<file path="src/rtl/cmd_decode_pkg.sv">
// Behaviour
// - Each of seven terminals takes programmable function code.
// - Code plus 1000 asserts command when terminal OFF.
// - Codes 0-3 speed bits, 4,6,7,8,10 basic commands.
// - Codes 11 through 46 decode per assignment table.
// - No negative form for 13, 98, 99; runs restricted.
// - Alarm trip and forced stop use inverted polarity.
// - Four select bits form preset index; zero ordinary.
// - Ramp set 2 only while ramp select is ON.
// - Self-hold latches first run edge; released when OFF.
// - Without self-hold, run follows run inputs directly.
// - Coast stop disables output at once, no alarm.
// - Reset assert clears relay; release clears display, hold.
// - External trip disables output, shows code, latches.
// - Jog command always forces jog-ready state.
// - Keypad source: key press toggles jog-ready state.
// - Input source: keys ignored, jog follows command.
// - Speed source 2 only while source select ON.
package cmd_decode_pkg;

    // ------------------------------------------------------------
    // Sizes and function code encoding
    // ------------------------------------------------------------
    localparam int NUM_TERM = 7;
    localparam int CODE_W = 11;
    localparam int NUM_CMD = 33;
    localparam int IDX_W = 6;
    localparam logic [CODE_W-1:0] NEG_OFFSET = 11'h3e8;
    localparam logic [CODE_W-1:0] CODE_LIMIT = 11'h064;
    localparam logic [6:0] CODE_DC_BRAKE = 7'h0d;
    localparam logic [6:0] CODE_EXT_TRIP = 7'h09;
    localparam logic [6:0] CODE_FORCE_STOP = 7'h1e;
    localparam logic [6:0] CODE_RUN_FWD = 7'h62;
    localparam logic [6:0] CODE_RUN_BWD = 7'h63;
    localparam logic [6:0] CODE_HOLD = 7'h06;

    // ------------------------------------------------------------
    // Command bit positions in the decoded command vector
    // ------------------------------------------------------------
    localparam int CMD_SEL0 = 0;
    localparam int CMD_SEL1 = 1;
    localparam int CMD_SEL2 = 2;
    localparam int CMD_SEL3 = 3;
    localparam int CMD_RAMP = 4;
    localparam int CMD_HOLD = 5;
    localparam int CMD_COAST = 6;
    localparam int CMD_ALM_RST = 7;
    localparam int CMD_EXT_TRIP = 8;
    localparam int CMD_JOG = 9;
    localparam int CMD_SPEED_SRC = 10;
    localparam int CMD_MOTOR = 11;
    localparam int CMD_DC_BRAKE = 12;
    localparam int CMD_TORQUE = 13;
    localparam int CMD_FORCE_STOP = 23;
    localparam int CMD_RUN_FWD = 31;
    localparam int CMD_RUN_BWD = 32;

    // ------------------------------------------------------------
    // Register map, reset values and run source encoding
    // ------------------------------------------------------------
    localparam logic [7:0] OFF_CODE0 = 8'h00;
    localparam logic [7:0] OFF_RUN_SRC = 8'h1c;
    localparam logic [7:0] OFF_KEYPAD = 8'h20;
    localparam logic [7:0] OFF_STATUS = 8'h24;
    localparam logic [7:0] OFF_CMDS = 8'h28;
    localparam logic [1:0] RUN_SRC_INPUT = 2'h1;
    localparam logic [1:0] RUN_SRC_RESET = 2'h0;
    localparam logic [CODE_W-1:0] CODE_RESET [NUM_TERM] = '{
        11'h000, 11'h001, 11'h002, 11'h003, 11'h004, 11'h062, 11'h063};
    // Display code for an external trip; the value is arbitrary.
    localparam logic [7:0] ALARM_CODE_EXT = 8'h0a;
    localparam logic [7:0] ALARM_CODE_NONE = 8'h00;

    // Drive-facing outputs that travel together.
    typedef struct packed {
        logic [3:0] preset_index;
        logic use_preset;
        logic ramp_set2;
        logic speed_source2;
        logic motor2;
        logic dc_brake;
        logic torque_limit2;
        logic force_stop;
    } drive_sel_t;

endpackage : cmd_decode_pkg

</file>
<file path="src/rtl/input_cmd_decoder.sv">
// Programmable digital input command decoder with an APB register slave.
//
// Chosen here: register access over APB and the register addresses.
module input_cmd_decoder (
    input wire logic pclk,
    input wire logic presetn,
    input wire logic ce,
    input wire logic psel,
    input wire logic penable,
    input wire logic pwrite,
    input wire logic [7:0] paddr,
    input wire logic [31:0] pwdata,
    output logic [31:0] prdata,
    output logic pready,
    output logic pslverr,
    input wire logic [cmd_decode_pkg::NUM_TERM-1:0] term_pins,
    output cmd_decode_pkg::drive_sel_t drive_sel,
    output logic run_forward,
    output logic run_backward,
    output logic drive_enable,
    output logic alarm_relay_output,
    output logic [7:0] alarm_display,
    output logic jog_ready
);

    localparam int NT = cmd_decode_pkg::NUM_TERM;
    localparam int NC = cmd_decode_pkg::NUM_CMD;
    localparam int CW = cmd_decode_pkg::CODE_W;

    // ------------------------------------------------------------
    // Register state
    // ------------------------------------------------------------
    logic [CW-1:0] code_q [NT];
    logic [1:0] run_src_q;
    logic kp_press;
    logic [31:0] prdata_q;
    logic setup;
    logic access;
    logic mapped;
    logic [31:0] rd_d;

    // ------------------------------------------------------------
    // Decoder state
    // ------------------------------------------------------------
    logic [NT-1:0] pins_s;
    logic [NT-1:0] hit;
    logic [cmd_decode_pkg::IDX_W-1:0] idx [NT];
    logic [NC-1:0] cmd;
    logic [NC-1:0] cmd_prev_q;
    logic hold_assigned;
    logic [3:0] sel_idx;
    cmd_decode_pkg::drive_sel_t drive_sel_q;
    logic fwd_latch_q;
    logic bwd_latch_q;
    logic run_fwd_q;
    logic run_bwd_q;
    logic drive_en_q;
    logic trip_q;
    logic alarm_relay_q;
    logic [7:0] alarm_disp_q;
    logic jog_toggle_q;
    logic jog_ready_q;
    logic keypad_src;
    logic rst_rise;
    logic rst_fall;

    // ------------------------------------------------------------
    // Terminal input path
    // ------------------------------------------------------------

    // Pins arrive from contacts outside the clock domain.
    bit_sync #(.W(NT)) u_sync (
        .pclk(pclk),
        .presetn(presetn),
        .ce(ce),
        .d(term_pins),
        .q(pins_s)
    );

    // One decoder per terminal; the two last ones are the run terminals.
    for (genvar t = 0; t < NT; t++) begin : g_term
        term_decode #(.RUN_TERM(t >= NT - 2)) u_dec (
            .code(code_q[t]),
            .level(pins_s[t]),
            .hit(hit[t]),
            .idx(idx[t])
        );
    end

    // Merge every terminal into one command vector; absent commands stay 0.
    always_comb begin
        cmd = '0;
        hold_assigned = 1'b0;
        for (int t = 0; t < NT; t++) begin
            if (hit[t])
                cmd[idx[t]] = 1'b1;
            if (code_q[t] == CW'(cmd_decode_pkg::CODE_HOLD) ||
                code_q[t] == CW'(cmd_decode_pkg::CODE_HOLD) +
                             cmd_decode_pkg::NEG_OFFSET)
                hold_assigned = 1'b1;
        end
    end

    assign sel_idx = {cmd[cmd_decode_pkg::CMD_SEL3],
                      cmd[cmd_decode_pkg::CMD_SEL2],
                      cmd[cmd_decode_pkg::CMD_SEL1],
                      cmd[cmd_decode_pkg::CMD_SEL0]};
    assign rst_rise = cmd[cmd_decode_pkg::CMD_ALM_RST] &&
                      !cmd_prev_q[cmd_decode_pkg::CMD_ALM_RST];
    assign rst_fall = !cmd[cmd_decode_pkg::CMD_ALM_RST] &&
                      cmd_prev_q[cmd_decode_pkg::CMD_ALM_RST];
    assign keypad_src = run_src_q != cmd_decode_pkg::RUN_SRC_INPUT;

    // Previous command levels, used for edge detection.
    always_ff @(posedge pclk or negedge presetn) begin
        if (!presetn)
            cmd_prev_q <= '0;
        else if (ce)
            cmd_prev_q <= cmd;
    end

    // ------------------------------------------------------------
    // Selection outputs
    // ------------------------------------------------------------

    // Selections are plain levels registered once for a clean output.
    always_ff @(posedge pclk or negedge presetn) begin
        if (!presetn) begin
            drive_sel_q <= '0;
        end else if (ce) begin
            drive_sel_q.preset_index <= sel_idx;
            drive_sel_q.use_preset <= sel_idx != 4'h0;
            drive_sel_q.ramp_set2 <= cmd[cmd_decode_pkg::CMD_RAMP];
            drive_sel_q.speed_source2 <=
                cmd[cmd_decode_pkg::CMD_SPEED_SRC];
            drive_sel_q.motor2 <= cmd[cmd_decode_pkg::CMD_MOTOR];
            drive_sel_q.dc_brake <= cmd[cmd_decode_pkg::CMD_DC_BRAKE];
            drive_sel_q.torque_limit2 <= cmd[cmd_decode_pkg::CMD_TORQUE];
            drive_sel_q.force_stop <=
                cmd[cmd_decode_pkg::CMD_FORCE_STOP];
        end
    end

    // ------------------------------------------------------------
    // Run control, 2-wire and 3-wire
    // ------------------------------------------------------------

    // The self-hold latch takes only the first run edge while hold is ON.
    always_ff @(posedge pclk or negedge presetn) begin
        if (!presetn) begin
            fwd_latch_q <= 1'b0;
            bwd_latch_q <= 1'b0;
        end else if (ce) begin
            if (!cmd[cmd_decode_pkg::CMD_HOLD]) begin
                fwd_latch_q <= 1'b0;
                bwd_latch_q <= 1'b0;
            end else if (!fwd_latch_q && !bwd_latch_q) begin
                if (cmd[cmd_decode_pkg::CMD_RUN_FWD] &&
                    !cmd_prev_q[cmd_decode_pkg::CMD_RUN_FWD])
                    fwd_latch_q <= 1'b1;
                else if (cmd[cmd_decode_pkg::CMD_RUN_BWD] &&
                         !cmd_prev_q[cmd_decode_pkg::CMD_RUN_BWD])
                    bwd_latch_q <= 1'b1;
            end
        end
    end

    // Both run inputs at once in 2-wire mode means stop, never a guess.
    always_ff @(posedge pclk or negedge presetn) begin
        if (!presetn) begin
            run_fwd_q <= 1'b0;
            run_bwd_q <= 1'b0;
        end else if (ce) begin
            if (hold_assigned) begin
                run_fwd_q <= fwd_latch_q;
                run_bwd_q <= bwd_latch_q;
            end else begin
                run_fwd_q <= cmd[cmd_decode_pkg::CMD_RUN_FWD] &&
                             !cmd[cmd_decode_pkg::CMD_RUN_BWD];
                run_bwd_q <= cmd[cmd_decode_pkg::CMD_RUN_BWD] &&
                             !cmd[cmd_decode_pkg::CMD_RUN_FWD];
            end
        end
    end

    // ------------------------------------------------------------
    // Output enable, external trip and alarm
    // ------------------------------------------------------------

    // Coast and trip both cut the output on the next edge.
    always_ff @(posedge pclk or negedge presetn) begin
        if (!presetn)
            drive_en_q <= 1'b0;
        else if (ce)
            drive_en_q <= !(cmd[cmd_decode_pkg::CMD_COAST] ||
                            cmd[cmd_decode_pkg::CMD_EXT_TRIP] || trip_q);
    end

    // A live trip wins over a reset so no trip event is lost.
    always_ff @(posedge pclk or negedge presetn) begin
        if (!presetn) begin
            trip_q <= 1'b0;
            alarm_relay_q <= 1'b0;
            alarm_disp_q <= cmd_decode_pkg::ALARM_CODE_NONE;
        end else if (ce) begin
            if (cmd[cmd_decode_pkg::CMD_EXT_TRIP]) begin
                trip_q <= 1'b1;
                alarm_relay_q <= 1'b1;
                alarm_disp_q <= cmd_decode_pkg::ALARM_CODE_EXT;
            end else begin
                if (rst_rise)
                    alarm_relay_q <= 1'b0;
                if (rst_fall) begin
                    trip_q <= 1'b0;
                    alarm_disp_q <= cmd_decode_pkg::ALARM_CODE_NONE;
                end
            end
        end
    end

    // ------------------------------------------------------------
    // Jog-ready state
    // ------------------------------------------------------------

    // The key toggle only counts with keypad source and jog input OFF.
    always_ff @(posedge pclk or negedge presetn) begin
        if (!presetn)
            jog_toggle_q <= 1'b0;
        else if (ce && keypad_src && kp_press &&
                 !cmd[cmd_decode_pkg::CMD_JOG])
            jog_toggle_q <= !jog_toggle_q;
    end

    always_ff @(posedge pclk or negedge presetn) begin
        if (!presetn)
            jog_ready_q <= 1'b0;
        else if (ce)
            jog_ready_q <= cmd[cmd_decode_pkg::CMD_JOG] ||
                           (keypad_src && jog_toggle_q);
    end

    // ------------------------------------------------------------
    // APB slave
    // ------------------------------------------------------------
    assign setup = psel && !penable;
    assign access = psel && penable && ce;
    assign mapped = paddr[1:0] == 2'h0 && paddr <= cmd_decode_pkg::OFF_CMDS;
    assign kp_press = access && pwrite &&
                      paddr == cmd_decode_pkg::OFF_KEYPAD && pwdata[0];
    assign pready = ce;
    assign pslverr = access && !mapped;
    assign prdata = prdata_q;

    // Read data is captured in the setup cycle so it leaves a flop.
    always_comb begin
        rd_d = '0;
        if (paddr < cmd_decode_pkg::OFF_RUN_SRC)
            rd_d = 32'(code_q[paddr[4:2]]);
        else if (paddr == cmd_decode_pkg::OFF_RUN_SRC)
            rd_d = {30'h0000_0000, run_src_q};
        else if (paddr == cmd_decode_pkg::OFF_KEYPAD)
            rd_d = {31'h0000_0000, jog_toggle_q};
        else if (paddr == cmd_decode_pkg::OFF_STATUS)
            rd_d = {16'h0000, cmd[cmd_decode_pkg::CMD_RUN_BWD],
                    hold_assigned, alarm_disp_q, jog_ready_q,
                    alarm_relay_q, trip_q, drive_en_q, run_bwd_q, run_fwd_q};
        else if (paddr == cmd_decode_pkg::OFF_CMDS)
            rd_d = cmd[31:0];
    end

    always_ff @(posedge pclk or negedge presetn) begin
        if (!presetn)
            prdata_q <= '0;
        else if (ce && setup)
            prdata_q <= mapped ? rd_d : 32'h0000_0000;
    end

    // Writes take effect at the access edge; the keypad word is a pulse.
    always_ff @(posedge pclk or negedge presetn) begin
        if (!presetn) begin
            for (int t = 0; t < NT; t++)
                code_q[t] <= cmd_decode_pkg::CODE_RESET[t];
            run_src_q <= cmd_decode_pkg::RUN_SRC_RESET;
        end else if (access && pwrite) begin
            if (paddr < cmd_decode_pkg::OFF_RUN_SRC && paddr[1:0] == 2'h0)
                code_q[paddr[4:2]] <= pwdata[CW-1:0];
            if (paddr == cmd_decode_pkg::OFF_RUN_SRC)
                run_src_q <= pwdata[1:0];
        end
    end

    assign drive_sel = drive_sel_q;
    assign run_forward = run_fwd_q;
    assign run_backward = run_bwd_q;
    assign drive_enable = drive_en_q;
    assign alarm_relay_output = alarm_relay_q;
    assign alarm_display = alarm_disp_q;
    assign jog_ready = jog_ready_q;
endmodule : input_cmd_decoder

</file>
<file path="src/rtl/bit_sync.sv">
// Two-stage synchroniser for asynchronous input pins.
module bit_sync #(
    parameter int W = 1
) (
    input wire logic pclk,
    input wire logic presetn,
    input wire logic ce,
    input wire logic [W-1:0] d,
    output logic [W-1:0] q
);

    logic [W-1:0] meta_q;

    // The first stage feeds only the second stage.
    always_ff @(posedge pclk or negedge presetn) begin
        if (!presetn) begin
            meta_q <= '0;
            q <= '0;
        end else if (ce) begin
            meta_q <= d;
            q <= meta_q;
        end
    end

endmodule : bit_sync

</file>
<file path="src/rtl/term_decode.sv">
// Maps one synchronised terminal level and its function code to a command.
module term_decode #(
    parameter bit RUN_TERM = 1'b0
) (
    input wire logic [cmd_decode_pkg::CODE_W-1:0] code,
    input wire logic level,
    output logic hit,
    output logic [cmd_decode_pkg::IDX_W-1:0] idx
);

    localparam int IDX_W = cmd_decode_pkg::IDX_W;

    logic negated;
    logic [cmd_decode_pkg::CODE_W-1:0] base;
    logic known;
    logic [6:0] b7;

    // Strip the negative-logic offset, then look up the command index.
    always_comb begin
        negated = code >= cmd_decode_pkg::NEG_OFFSET;
        base = negated ? code - cmd_decode_pkg::NEG_OFFSET : code;
        b7 = base[6:0];
        known = base < cmd_decode_pkg::CODE_LIMIT;
        idx = '0;
        case (b7)
            7'h00, 7'h01, 7'h02, 7'h03, 7'h04: idx = IDX_W'(b7);
            7'h06, 7'h07, 7'h08, 7'h09, 7'h0a: idx = IDX_W'(b7 - 7'h01);
            7'h0b, 7'h0c, 7'h0d, 7'h0e: idx = IDX_W'(b7 - 7'h01);
            7'h11, 7'h12, 7'h13, 7'h14, 7'h15: idx = IDX_W'(b7 - 7'h03);
            7'h18, 7'h19, 7'h1a, 7'h1b: idx = IDX_W'(b7 - 7'h05);
            7'h1e: idx = IDX_W'(cmd_decode_pkg::CMD_FORCE_STOP);
            7'h21, 7'h22: idx = IDX_W'(b7 - 7'h09);
            7'h2a, 7'h2b, 7'h2c, 7'h2d, 7'h2e: idx = IDX_W'(b7 - 7'h10);
            7'h62: idx = IDX_W'(cmd_decode_pkg::CMD_RUN_FWD);
            7'h63: idx = IDX_W'(cmd_decode_pkg::CMD_RUN_BWD);
            default: known = 1'b0;
        endcase
        // Run codes belong to the run terminals only, and have no OFF form.
        if ((b7 == cmd_decode_pkg::CODE_RUN_FWD ||
             b7 == cmd_decode_pkg::CODE_RUN_BWD) && (negated || !RUN_TERM))
            known = 1'b0;
        if (b7 == cmd_decode_pkg::CODE_DC_BRAKE && negated)
            known = 1'b0;
        // Fail-safe commands trip on an open contact with the plain code.
        if (b7 == cmd_decode_pkg::CODE_EXT_TRIP ||
            b7 == cmd_decode_pkg::CODE_FORCE_STOP)
            negated = !negated;
        hit = known && (level ^ negated);
    end

endmodule : term_decode

</file>
<file path="config.mk">
export PLATFORM = sky130hd
export DESIGN_NAME = input_cmd_decoder
export DESIGN_NICKNAME = d
export VERILOG_FILES = /design/src/rtl/cmd_decode_pkg.sv /design/src/rtl/input_cmd_decoder.sv /design/src/rtl/bit_sync.sv /design/src/rtl/term_decode.sv
export SDC_FILE = /design/constraint.sdc
export NUM_CORES = 1
export LEC_CHECK = 0
export ABC_AREA = 1
export BUFFER_PORTS_ARGS = -buffer_cell sky130_fd_sc_hd__clkbuf_2
export CELL_PAD_IN_SITES_DETAIL_PLACEMENT = 1
export CELL_PAD_IN_SITES_GLOBAL_PLACEMENT = 1
export CORE_MARGIN = 4
export CORE_UTILIZATION = 42
export DETAILED_ROUTE_END_ITERATION = 10
export GPL_TIMING_DRIVEN = 0
export HOLD_SLACK_MARGIN = 0.05
export PLACE_DENSITY = 0.8
export REMOVE_ABC_BUFFERS = 1
export SYNTH_ARGS = -nofsm -noshare
export SYNTH_HDL_FRONTEND = slang
export SYNTH_SLANG_ARGS = --single-unit
</file>
<file path="constraint.sdc">
create_clock -name pclk -period 10.65 [get_ports pclk]
set_input_delay 1.065 -clock pclk [delete_from_list [all_inputs] [get_ports pclk]]
set_output_delay 1.065 -clock pclk [all_outputs]
set_load 0.01 [all_outputs]
</file>
==> flow_metrics.tcl <==
set metrics [dict create \
    cts_max_path_buffers 2 \
    min_from "u_sync.meta_q[3]$_DFFE_PN0P_" \
    met1_usage_pct 44.72 \
    dp_hpwl_mm 56.41 \
    die_area_sq_um 42320 \
    grt_max_degree 92 \
    cts_resized 0 \
    synth_warnings 0 \
    fin_crit_ns 5.627 \
    min_to "u_sync.meta_q[3]$_DFFE_PN0P_" \
    gp_congestion 1.023 \
    synth_top_area_share_pct 20.73 \
    synthFlopType "dfrtp_1" \
    fmax_ghz 0.1777 \
    totalWireLength_mm 70.54 \
    worst_pin_slew_ns 1.368 \
    synthMuxAreaShare_pct 0 \
    hold_depth 2 \
    finalSetupTns_ns 0 \
    synth_top_family_by_area "simple AND/OR/NAND/NOR gates" \
    yosysTopAreaCell "dfrtp_1" \
    grt_pass1_vias 19034 \
    cap_violations 0 \
    whs_ns 0.4801 \
    period_share_pct 52.84 \
    port_buffers 83 \
    drtPass1Iterations 5 \
    startpoint "code_q[36]$_DFFE_PN0P_" \
    drt_iter0_markers 1467 \
    rrSetupSlack_ns 5.02 \
    multi_input_area_sq_um 10850 \
    fill_cells 5412 \
    netlist_area_sq_um 16420 \
    critPathBufInv 4 \
    finalMaxSlewViolations 0 \
    p_leak_nw 9.239 \
    hold_viol_final 0 \
    r2r-end "prdata[2]$_DFFE_PN0P_" \
    post-route-drc-count 0 \
    post_cts_buffers 0 \
    grt_pass1_wl_mm 109.8 \
    via_count 18739 \
    critPathMaxFanout 15 \
    antenna_found_initial 0 \
    synth_seq_cells 148 \
    slowest_delay_ns 0.55 \
    htreeDepth 4 \
    netlist_top_cells_area "dfrtp_1 (21%), nand2_1 (19%), nor2_1 (8.1%)" \
    yosys.area_share.adder_pct 4.435 \
    final-setup-viol-count 0 \
    synth-xor-area-share_pct 3.147 \
    top_usage_layer "met2" \
    end_kind "flop" \
    drive_gt1_share_pct 12.03 \
    final-seq-area_sq_um 3719 \
    cp_slowest_cell "o21ai_1" \
    chipWidth_um 205.7 \
    clk_latency_ns 0.51 \
    crit_path_start_kind "flop" \
    cp.required_ns 11.04 \
    grt_use_total_pct 33.71 \
    synth_simple_gate_area_share_pct 44.06 \
    root_buffer "clkbuf_16" \
    synth_edf_count 0 \
    rsz0062_at_grt "false" \
    synth_area_per_cell_sq_um 5.968 \
    powerDensity_nw_per_um2 84.27 \
    synth_compound_area_share_pct 14.28 \
    placementRows 72 \
    async_flop_share_pct 100.0 \
    routedWlPerCell_um 21.30 \
    peakVddDrop_mv 0.1202 \
    fin_nets 2886 \
    layout_commonest_cell "nand2_1" \
    cts_hold_buf 0 \
    crit_family "simple AND/OR/NAND/NOR gates" \
    area_growth_pct 7.964 \
    grt.met3_usage_pct 6.667 \
    gr-usage-met2_pct 55.25 \
    ys_types 67 \
    ys_seq_area_share_pct 22.65 \
    cts_made_buffers 17 \
    ant_nets 0 \
    criticalPathCategory "reg2reg" \
    ioPinCount 111 \
    skew_ns 0.01720 \
    vias_per_cell 5.660 \
    status "complete, no violations" \
    core_sq_um 38650 \
    arrival_ns 6.02 \
    cts.clk_slew.worst_paths_ns 0.07 \
    slew_headroom_pct 8.821 \
    final_cell_mix "nand2_1 (836), nor2_1 (353), inv_1 (318)" \
    synth_cells 2751 \
    die_h_um 205.7 \
    initial_core_util_pct 42.48 \
    hold_class "reg2reg" \
    path_common_cell "nand2_1" \
    r2r-start "code_q[36]$_DFFE_PN0P_" \
    cts_tree "yes" \
    grt_remaining_overflow 0 \
    cts.sinks 148 \
    rr_worst_depth 30 \
]
==> metrics by stage <==
step	area, sq um	power [mW]	std cells	setup slack [ns]	util (%)
floorplan	15970	0.7361	2673	6.615	-
global placement	17040	0.8356	3274	4.730	44.08
detailed placement	17120	0.8461	3278	5.065	44.31
CTS	17720	1.501	3310	5.141	45.86
global route	17720	1.551	3310	4.592	45.86
finish	17730	1.494	3311	5.023	45.87
==> sequential cells by signal, summed over array words and instances (netlist names) <==
name                flops
run_forward             1
jog_ready               1
u_sync.q                7
prdata                 32
drive_enable            1
alarm_relay_output      1
drive_sel               1
u_sync.meta_q           7
run_src_q               2
run_backward            1
jog_toggle_q            1
bwd_latch_q             1
code_q                 77
alarm_display           1
fwd_latch_q             1
cmd_prev_q             13
==> final cells by class <==
class / count / area share [%]
multi-input cells: 2153 / 61.22
flip-flops and latches: 148 / 20.98
inverters: 372 / 7.934
well taps: 518 / 3.656
repair buffers: 87 / 2.809
clock buffers: 18 / 2.478
clock inverters: 14 / 0.9106
diodes: 1 / 0.01412
==> worst min-delay path: stages (launching register included) <==
cell and delay [ns]:
dfrtp_1 0.35, nand2_1 0.06, nand2_1 0.05
==> kinds of logic after synthesis <==
kind of cell | Yosys count
flops | 148
fa+ha+maj | 54
simple gates | 1652
xor+xnor | 59
other cells | 1
buf+inv | 455
compound gates | 382
==> layer usage <==
layer	wire, um	vias up
met5	0	-
met4	2150	0
li1	-	8915
met3	4776	109
met1	31050	9156
met2	32560	559
==> worst max-delay path by stage <==
stage / to / slack, ns / cells after the start
2_1_floorplan: fwd_latch_q$_DFFE_PN0P_ / 6.62 / 34
3_3_place_gp: prdata[27]$_DFFE_PN0P_ / 4.73 / 13
3_5_place_dp: prdata[27]$_DFFE_PN0P_ / 5.07 / 11
4_1_cts: prdata[8]$_DFFE_PN0P_ / 5.14 / 25
5_1_grt: prdata[8]$_DFFE_PN0P_ / 4.59 / 35
6_report: prdata[2]$_DFFE_PN0P_ / 5.02 / 30
==> cells in the mapped netlist, types with 5 or more instances <==
library cell,instances
o21ai_0,153
nor3_1,37
nand2_2,46
nor4_1,8
xnor2_1,20
nand4_1,45
dfstp_2,12
nor3_2,5
dfrtp_1,136
clkbuf_1,37
nand3_1,236
nand3b_1,7
nand3_2,15
o22ai_1,17
ha_1,47
buf_2,11
nor2_4,13
buf_4,28
o21ai_1,21
nand2_4,7
nor2_2,31
inv_2,49
nor2_1,355
a21oi_1,79
fa_1,7
nand2_1,836
a21oi_2,9
o2111ai_1,9
a22oi_1,18
o21ai_2,6
inv_1,319
xor2_1,39
a221oi_1,26
==> power breakdown <==
| part | switching (mW) | internal (mW) | total (mW) |
|---|---|---|---|
| Sequential | 0.0180 | 0.577 | 0.595 |
| Clock | 0.315 | 0.340 | 0.654 |
| Combinational | 0.179 | 0.0653 | 0.245 |
(Power assumes the default switching activity.)
